--- src/hw/irq_bank_params.svh ---
// Constants of the peripheral interrupt enable and flag bank.
// Assumes a single 100 MHz clock and an AHB-Lite register port.
//
// Overview of operation
// - No peripheral request reaches the core while master enable is clear.
// - A flag sets on its event whatever the enable bits say.
// - Enable 2: osc fail, cmp2, cmp1, empty, collision, tmr6, tmr4, cap2.
// - Enable 3: empty, numeric osc, shutdown, zero cross, logic cells 4-1.
// - Req 1: gate, converter, rx, tx, sync, cap1, tmr2, tmr1; rx/tx RO.
// - Request register 2 matches enable register 2 bit for bit.
// - Request register 3 matches enable register 3 bit for bit.
// - A flag that reads 1 is pending and a flag that reads 0 is not.
// - Unimplemented bits read zero and ignore writes.
// - All enable and flag bits clear to zero on every reset; the live rx and tx bits of Req 1 follow their peripherals instead.
// - Enable register 1 matches request register 1 bit for bit.
// - A clear global enable blocks every request to the core.
// - Bit 6 of the core control register is the peripheral master enable.
`ifndef IRQ_BANK_PARAMS_SVH
`define IRQ_BANK_PARAMS_SVH

// ----------------------------------------------------------------
// Register word indices; the byte address is four times the index
// ----------------------------------------------------------------
`define OFS_CORE_CTRL   4'h0
`define OFS_EN1         4'h1
`define OFS_EN2         4'h2
`define OFS_EN3         4'h3
`define OFS_REQ1        4'h4
`define OFS_REQ2        4'h5
`define OFS_REQ3        4'h6
`define OFS_STATUS      4'h7
`define OFS_MASK        4'h8
`define REG_COUNT       9

// ----------------------------------------------------------------
// Bit masks and field positions
// ----------------------------------------------------------------
`define MASK_ALL        8'hFF
`define MASK_EN2        8'hEF
`define MASK_EN3        8'h7F
`define MASK_REQ1_WR    8'hCF
`define MASK_CORE_WR    8'hC0
`define MASK_STATUS     8'h03
`define BIT_GLOBAL_EN   7
`define BIT_PERIPH_EN   6
`define BIT_ST_SET      0
`define BIT_ST_CLEAR    1
`define RESET_BYTE      8'h00

`endif

--- src/hw/irq_bank_pkg.sv ---
// Types shared by the interrupt bank files.
// Assumes the constants header is compiled alongside.
package irq_bank_pkg;

  typedef logic [7:0] byte_t;

  typedef enum logic [1:0] {
    PH_IDLE,
    PH_WRITE,
    PH_READ
  } bus_phase_t;

endpackage

--- src/hw/flag_byte.sv ---
// One byte of sticky request flags.
// Assumes set pulses are synchronous to clk.
`include "irq_bank_params.svh"

module flag_byte
  import irq_bank_pkg::*;
#(
  parameter byte_t WR_MASK  = 8'hFF,
  parameter byte_t IMP_MASK = 8'hFF
) (
  input  wire logic  clk,
  input  wire logic  rst,
  input  wire byte_t set_in,
  input  wire logic  wr_en,
  input  wire byte_t wr_data,
  output byte_t      flags
);

  typedef struct packed {
    byte_t flags;
  } state_t;

  state_t s_q;
  state_t s_d;

  // Per bit: event sets, software write of zero clears writable bits
  always_comb begin
    s_d = s_q;
    for (int i = 0; i < 8; i++) begin
      if (IMP_MASK[i]) begin
        if (set_in[i]) begin
          s_d.flags[i] = 1'b1;
        end else if (wr_en && WR_MASK[i]) begin
          s_d.flags[i] = wr_data[i];
        end
      end else begin
        s_d.flags[i] = 1'b0;
      end
    end
  end

  // State register
  always_ff @(posedge clk or posedge rst) begin
    if (rst) begin
      s_q <= '0;
    end else begin
      s_q <= s_d;
    end
  end

  assign flags = s_q.flags;

endmodule // flag_byte

--- src/hw/irq_bank.sv ---
// Peripheral interrupt enable and flag bank with AHB-Lite registers.
// Assumes one clock, asynchronous reset, and peripheral event pulses
// synchronous to clk.
//
// Added by the designer: the AHB-Lite slave port and the placing of the registers.
`include "irq_bank_params.svh"

module irq_bank
  import irq_bank_pkg::*;
(
  input  wire logic        clk,
  input  wire logic        rst,
  input  wire logic        hsel,
  input  wire logic [31:0] haddr,
  input  wire logic [1:0]  htrans,
  input  wire logic        hwrite,
  input  wire logic [2:0]  hsize,
  input  wire logic [31:0] hwdata,
  input  wire logic        hready,
  output logic      [31:0] hrdata,
  output logic             hreadyout,
  output logic             hresp,
  input  wire byte_t       req1_set,
  input  wire byte_t       req2_set,
  input  wire byte_t       req3_set,
  input  wire logic        serial_rx_irq_flag,
  input  wire logic        serial_tx_irq_flag,
  output logic             core_irq,
  output logic             bank_irq
);

  // ----------------------------------------------------------------
  // State
  // ----------------------------------------------------------------
  typedef struct packed {
    bus_phase_t  phase;
    logic [3:0]  addr;
    byte_t       core_ctrl;
    byte_t       en1;
    byte_t       en2;
    byte_t       en3;
    byte_t       status;
    byte_t       mask;
    logic        prev_req;
    logic [31:0] rdata;
    logic        core_irq;
    logic        bank_irq;
  } state_t;

  state_t s_q;
  state_t s_d;

  byte_t req1;
  byte_t req2;
  byte_t req3;
  byte_t req1_raw;
  byte_t wbyte;
  logic  wr_req1;
  logic  wr_req2;
  logic  wr_req3;
  logic  periph_req;
  logic  comb_req;
  byte_t st_set;
  logic  addr_ok;

  // Decode of a byte address into a word-aligned register index
  function automatic logic [3:0] reg_index(input logic [31:0] a);
    reg_index = a[5:2];
  endfunction

  // Mask applied to writes for each control, enable and mask register index
  function automatic byte_t wr_mask(input logic [3:0] idx);
    case (idx)
      `OFS_CORE_CTRL: wr_mask = `MASK_CORE_WR;
      `OFS_EN1:       wr_mask = `MASK_ALL;
      `OFS_EN2:       wr_mask = `MASK_EN2;
      `OFS_EN3:       wr_mask = `MASK_EN3;
      `OFS_MASK:      wr_mask = `MASK_STATUS;
      default:        wr_mask = 8'h00;
    endcase
  endfunction

  assign wbyte   = hwdata[7:0];
  assign addr_ok = (haddr[31:6] == 26'h0) &&
                   (reg_index(haddr) < 4'(`REG_COUNT));
  assign wr_req1 = (s_q.phase == PH_WRITE) && (s_q.addr == `OFS_REQ1);
  assign wr_req2 = (s_q.phase == PH_WRITE) && (s_q.addr == `OFS_REQ2);
  assign wr_req3 = (s_q.phase == PH_WRITE) && (s_q.addr == `OFS_REQ3);

  // ----------------------------------------------------------------
  // Flag banks
  // ----------------------------------------------------------------
  // Request register 1: rx and tx follow their peripherals, read only
  flag_byte #(
    .WR_MASK  (`MASK_REQ1_WR),
    .IMP_MASK (`MASK_REQ1_WR)
  ) u_req1 (
    .clk     (clk),
    .rst     (rst),
    .set_in  (req1_set),
    .wr_en   (wr_req1),
    .wr_data (wbyte),
    .flags   (req1_raw)
  );

  // Live rx and tx flags merged in at bits 5 and 4
  assign req1 = {req1_raw[7:6], serial_rx_irq_flag, serial_tx_irq_flag,
                 req1_raw[3:0]};

  // Request register 2 mirrors enable register 2
  flag_byte #(
    .WR_MASK  (`MASK_EN2),
    .IMP_MASK (`MASK_EN2)
  ) u_req2 (
    .clk     (clk),
    .rst     (rst),
    .set_in  (req2_set),
    .wr_en   (wr_req2),
    .wr_data (wbyte),
    .flags   (req2)
  );

  // Request register 3 mirrors enable register 3
  flag_byte #(
    .WR_MASK  (`MASK_EN3),
    .IMP_MASK (`MASK_EN3)
  ) u_req3 (
    .clk     (clk),
    .rst     (rst),
    .set_in  (req3_set),
    .wr_en   (wr_req3),
    .wr_data (wbyte),
    .flags   (req3)
  );

  // ----------------------------------------------------------------
  // Request combining
  // ----------------------------------------------------------------
  // OR of flag and enable pairs, gated by master and global enables
  assign periph_req = |(req1 & s_q.en1) | |(req2 & s_q.en2) |
                      |(req3 & s_q.en3);
  assign comb_req   = periph_req &
                      s_q.core_ctrl[`BIT_PERIPH_EN] &
                      s_q.core_ctrl[`BIT_GLOBAL_EN];

  // Bank events: request rises and request falls
  always_comb begin
    st_set = 8'h00;
    st_set[`BIT_ST_SET]   = comb_req & ~s_q.prev_req;
    st_set[`BIT_ST_CLEAR] = ~comb_req & s_q.prev_req;
  end

  // ----------------------------------------------------------------
  // Bus slave and registers
  // ----------------------------------------------------------------
  always_comb begin
    s_d = s_q;
    s_d.prev_req = comb_req;
    s_d.core_irq = comb_req;
    s_d.phase = PH_IDLE;
    // Data phase of a write lands here
    if (s_q.phase == PH_WRITE) begin
      case (s_q.addr)
        `OFS_CORE_CTRL: s_d.core_ctrl = (s_q.core_ctrl & ~`MASK_CORE_WR) |
                                        (wbyte & `MASK_CORE_WR);
        `OFS_EN1:       s_d.en1 = wbyte;
        `OFS_EN2:       s_d.en2 = wbyte & wr_mask(s_q.addr);
        `OFS_EN3:       s_d.en3 = wbyte & wr_mask(s_q.addr);
        `OFS_MASK:      s_d.mask = wbyte & `MASK_STATUS;
        default:        s_d.mask = s_d.mask;
      endcase
    end
    // Sticky status: set wins over write-one-to-clear
    s_d.status = s_q.status;
    if ((s_q.phase == PH_WRITE) && (s_q.addr == `OFS_STATUS)) begin
      s_d.status = s_q.status & ~(wbyte & `MASK_STATUS);
    end
    s_d.status = s_d.status | st_set;
    s_d.bank_irq = |(s_d.status & s_q.mask);
    // Address phase capture
    if (hsel && hready && htrans[1]) begin
      s_d.addr = addr_ok ? reg_index(haddr) : 4'hF;
      s_d.phase = hwrite ? PH_WRITE : PH_READ;
      s_d.rdata = 32'h0;
      case (reg_index(haddr))
        `OFS_CORE_CTRL: s_d.rdata[7:0] = s_q.core_ctrl;
        `OFS_EN1:       s_d.rdata[7:0] = s_q.en1;
        `OFS_EN2:       s_d.rdata[7:0] = s_q.en2;
        `OFS_EN3:       s_d.rdata[7:0] = s_q.en3;
        `OFS_REQ1:      s_d.rdata[7:0] = req1;
        `OFS_REQ2:      s_d.rdata[7:0] = req2;
        `OFS_REQ3:      s_d.rdata[7:0] = req3;
        `OFS_STATUS:    s_d.rdata[7:0] = s_q.status;
        `OFS_MASK:      s_d.rdata[7:0] = s_q.mask;
        default:        s_d.rdata = 32'h0;
      endcase
      if (!addr_ok) begin
        s_d.rdata = 32'h0;
      end
    end
  end

  // State register
  always_ff @(posedge clk or posedge rst) begin
    if (rst) begin
      s_q <= '0;
    end else begin
      s_q <= s_d;
    end
  end

  assign hrdata    = s_q.rdata;
  assign hreadyout = 1'b1;
  assign hresp     = 1'b0;
  assign core_irq  = s_q.core_irq;
  assign bank_irq  = s_q.bank_irq;
endmodule // irq_bank

--- config.mk ---
export PLATFORM = sky130hd
export DESIGN_NAME = irq_bank
export DESIGN_NICKNAME = d
export VERILOG_FILES = /design/src/hw/irq_bank_pkg.sv /design/src/hw/flag_byte.sv /design/src/hw/irq_bank.sv
export VERILOG_INCLUDE_DIRS = /design/src /design/src/hw
export SDC_FILE = /design/constraint.sdc
export NUM_CORES = 1
export LEC_CHECK = 0
export ABC_CLOCK_PERIOD_IN_PS = 2670
export BUFFER_PORTS_ARGS = -buffer_cell sky130_fd_sc_hd__buf_2
export CAP_MARGIN = 0
export CORE_MARGIN = 5
export CORE_UTILIZATION = 49
export DETAILED_ROUTE_END_ITERATION = 10
export GPL_TIMING_DRIVEN = 1
export PLACE_DENSITY = 0.81
export REMOVE_ABC_BUFFERS = 1
export SLEW_MARGIN = 30
export SYNTH_ARGS = -nofsm -noshare
export SYNTH_HDL_FRONTEND = slang
export SYNTH_SLANG_ARGS = --single-unit
export TNS_END_PERCENT = 100
--- constraint.sdc ---
create_clock -name clk -period 2.67 [get_ports clk]
set_clock_uncertainty 0.2 [all_clocks]
set_input_delay 0.534 -clock clk [delete_from_list [all_inputs] [get_ports clk]]
set_output_delay 0.534 -clock clk [all_outputs]
set_load 0.01 [all_outputs]
==> run metrics <==
status=finished, final reports clean; Routed WL per cell=about 18 um; critical path startpoint category=flip-flop; setup TNS after final layout=0 ps; clk root buf=sky130_fd_sc_hd__clkbuf_8; worst IR drop on VDD=between 0.0002 and 0.00025 V; Initial DRT Pass Iterations=5; WP data arrival=between 2000 and 2500 ps; weighted congestion at the end of routability-driven global placement=0.877; clock slew at the register clock pins of the worst setup and hold paths=around 70 ps; slew at the pin closest to its max-slew limit=555 ps; Max Transition Viols Final=0; clock tree buffer depth=2; worst relative slew slack=roughly 63%; pwr/cell area=524 nW/um2; hold_buf cts=0; instance count after placement with tap cells included=485; synthesis-stage register bit count=64; core footprint=roughly 6800 um2; number of unique standard cell types used by synthesis=between 40 and 50; Area Overhead vs Synth=15.4%; count of vias placed by the detailed router=2,792; die height=between 90 and 100 um; DRT antenna net count=0; count of endpoints failing setup in the final report=0; fin crit share=between 80% and 90%; Post-DP HPWL=roughly 6800 um; total standard cell area after synthesis=3430 um2; mean post-synth cell area=10.4 um2; Row Count=30; nets@finish=500; count of endpoints failing hold in the final timing report=0; launching point of the worst reg2reg path=s_q[88]$_DFF_PP0_; reported leakage power=1.85 nW; count of placed standard cells in the final layout, fillers left out=501; Post-Syn Instances=331; largest net degree at the start of global routing=65; antenna fix cells=0; worst min-delay path class=in -> async; horizontal die dimension=93.7 um; antenna violations before repair=0; Final Critical Period=between 2000 and 2500 ps; Starting DRT DRC Count=roughly 180; initial cell density of the core=around 50%; worst setup path start=s_q[88]$_DFF_PP0_; type of the setup path with the least slack=reg -> reg; endpoint class of the critical path=flip-flop; data required time at the worst endpoint=2690 ps; die area=8770 um2; final core area utilization=approximately 60%; layout filler cell count=around 580; max-cap violations=0; post-detailed-route via-to-cell ratio=between 5 and 6; Worst-Skew Late Latency=340 ps; final global-route overflow total=0; clock buffers created by TritonCTS=9; proportion of synthesized chip area in sequential cells=between 40% and 50%; number of buffers inserted by port buffering=between 70 and 80; # clock sinks=between 60 and 70; TritonCTS clock tree=done; Detailed Route WL=~9000 um; overall fraction of global-route tracks in use=21.1%; fraction of final layout cells sized beyond drive strength 1=~34%; Resized cells post-CTS=0; yosys synthesis warning count=0; number of cells on the worst reg-to-reg path=4; worst hold slack=between 60 and 70 ps; RSZ-0062 raised after global routing=no; DRC violation count after routing=0; via count of the first global-routing pass=2,752; number of top-level pins=around 140; peak fanout along the critical path=7; global-route wire length before repair=between 10,000 and 15,000 um; total design power=2.07 mW; CTS HTree Levels=3; Max Fclk=approximately 0.45 GHz; setup repair bufs after CTS=0
## layout by cell type, fill, tap and decap left out, types with 5 or more instances in the layout
cell,netlist,routed
sky130_fd_sc_hd__o21ai_1,6,6
sky130_fd_sc_hd__nand4_1,5,5
sky130_fd_sc_hd__a221oi_1,6,6
sky130_fd_sc_hd__conb_1,2,26
sky130_fd_sc_hd__nand2_1,44,44
sky130_fd_sc_hd__nor4_1,5,5
sky130_fd_sc_hd__nand3_1,24,24
sky130_fd_sc_hd__nor2_1,7,7
sky130_fd_sc_hd__a22o_1,7,7
sky130_fd_sc_hd__dfrtp_1,64,64
sky130_fd_sc_hd__a22oi_1,8,8
sky130_fd_sc_hd__nand3b_1,20,20
sky130_fd_sc_hd__buf_4,34,5
sky130_fd_sc_hd__clkbuf_8,0,11
sky130_fd_sc_hd__nor2b_1,6,6
sky130_fd_sc_hd__buf_2,7,75
sky130_fd_sc_hd__mux2_2,31,31
## logic make-up (layout without fill, tap and decap cells)
logic type	Yosys count	after routing	synth area share (%)
simple gates	124	124	19.3
compound gates	51	51	10.8
flops	64	64	46.7
mux	38	38	13.3
buf+inv	52	102	9.67
other cells	2	26	0.219
## through the flow
stage / setup WS (ps) / cell area, um2
floorplan: 338 / 3210
global placement: 477 / 3760
detailed placement: 457 / 3760
CTS: 491 / 3960
global route: 396 / 3960
finish: 444 / 3960
## routing by layer
| metal | vias up | share of wire (%) | track usage (%) |
|---|---|---|---|
| li1 | 1282 | - | - |
| met1 | 1366 | 42 | 27.0 |
| met2 | 133 | 48 | 34.8 |
| met3 | 11 | 8.1 | 4.49 |
| met4 | 0 | 1.5 | 8.66 |
| met5 | - | 0 | 0 |
## path summary, 6_finish.rpt
check	end	slack, ps
setup / recovery	s_q[52]$_DFFE_PP0P_	440
hold / removal	u_req3.flags[1]$_DFFE_PP0P_	70
setup reg to reg	s_q[52]$_DFFE_PP0P_	440
hold reg to reg	hrdata[1]$_DFFE_PP0P_	270
max in group asynchronous	s_q[56]$_DFFE_PP0P_	1950
min in group clk	s_q[88]$_DFF_PP0_	160
## worst max-delay path, stage by stage (launching register included)
cell	delay [ps]
sky130_fd_sc_hd__dfrtp_1	370
sky130_fd_sc_hd__nand2b_1	160
sky130_fd_sc_hd__nor3_1	440
sky130_fd_sc_hd__and3_1	540
sky130_fd_sc_hd__mux2_2	390
## synth_stat cells
cell	n	area share, %
sky130_fd_sc_hd__o211a_1	1	0.29
sky130_fd_sc_hd__nand2_2	1	0.18
sky130_fd_sc_hd__and4bb_2	1	0.36
sky130_fd_sc_hd__buf_2	7	1.0
sky130_fd_sc_hd__nand2_1	44	4.8
sky130_fd_sc_hd__nor3_1	2	0.29
sky130_fd_sc_hd__nand2_4	1	0.33
sky130_fd_sc_hd__o22a_1	3	0.77
sky130_fd_sc_hd__o22ai_1	2	0.36
sky130_fd_sc_hd__and2b_1	1	0.22
sky130_fd_sc_hd__nand4_1	5	0.91
sky130_fd_sc_hd__o21ai_0	4	0.58
sky130_fd_sc_hd__nor2b_1	6	1.1
sky130_fd_sc_hd__conb_1	2	0.22
sky130_fd_sc_hd__o221ai_1	1	0.26
sky130_fd_sc_hd__o211ai_1	2	0.44
sky130_fd_sc_hd__clkbuf_1	6	0.66
sky130_fd_sc_hd__buf_4	34	7.4
sky130_fd_sc_hd__a22oi_1	8	1.8
sky130_fd_sc_hd__a32oi_1	1	0.26
sky130_fd_sc_hd__mux2_2	31	10
sky130_fd_sc_hd__nor2_1	7	0.77
sky130_fd_sc_hd__nand3_1	24	3.5
sky130_fd_sc_hd__mux4_2	3	2.0
sky130_fd_sc_hd__and2_1	1	0.18
sky130_fd_sc_hd__dfrtp_1	64	47
sky130_fd_sc_hd__a22o_1	7	1.8
sky130_fd_sc_hd__or4_4	1	0.33
sky130_fd_sc_hd__nand2b_1	1	0.18
sky130_fd_sc_hd__mux2i_1	4	1.2
sky130_fd_sc_hd__and3_1	3	0.55
sky130_fd_sc_hd__o21ai_1	6	0.88
sky130_fd_sc_hd__inv_1	5	0.55
sky130_fd_sc_hd__a21oi_1	4	0.58
sky130_fd_sc_hd__o2111a_2	1	0.36
sky130_fd_sc_hd__nand3b_1	20	4.4
sky130_fd_sc_hd__o21a_1	1	0.22
sky130_fd_sc_hd__a221oi_1	6	1.5
sky130_fd_sc_hd__nor4_1	5	0.91
sky130_fd_sc_hd__a31oi_1	4	0.73
sky130_fd_sc_hd__nor3_2	1	0.29
## report_power, final
part | internal, mW | leakage (nW) | switching [mW]
clock network | 0.480 | 0.103 | 0.354
registers | 0.997 | 0.708 | 0.0262
logic | 0.0983 | 1.04 | 0.118
## final cells by class
type | count | area (um2) | share of cell area, %
inverters | 5 | 18.8 | 0.474
repair buffers | 81 | 433 | 10.9
clock inverters | 3 | 40.0 | 1.01
multi-input cells | 239 | 1590 | 40.1
flip-flops and latches | 64 | 1600 | 40.5
well taps | 96 | 120 | 3.03
clock buffers | 13 | 159 | 4.01
## flip-flops by register name (all words and copies together), names as in the netlist
name	flops
u_req3.flags	7
u_req1.flags	6
core_irq	1
s_q	34
u_req2.flags	7
bank_irq	1
hrdata	8
Power figures use the tool's default switching activity.
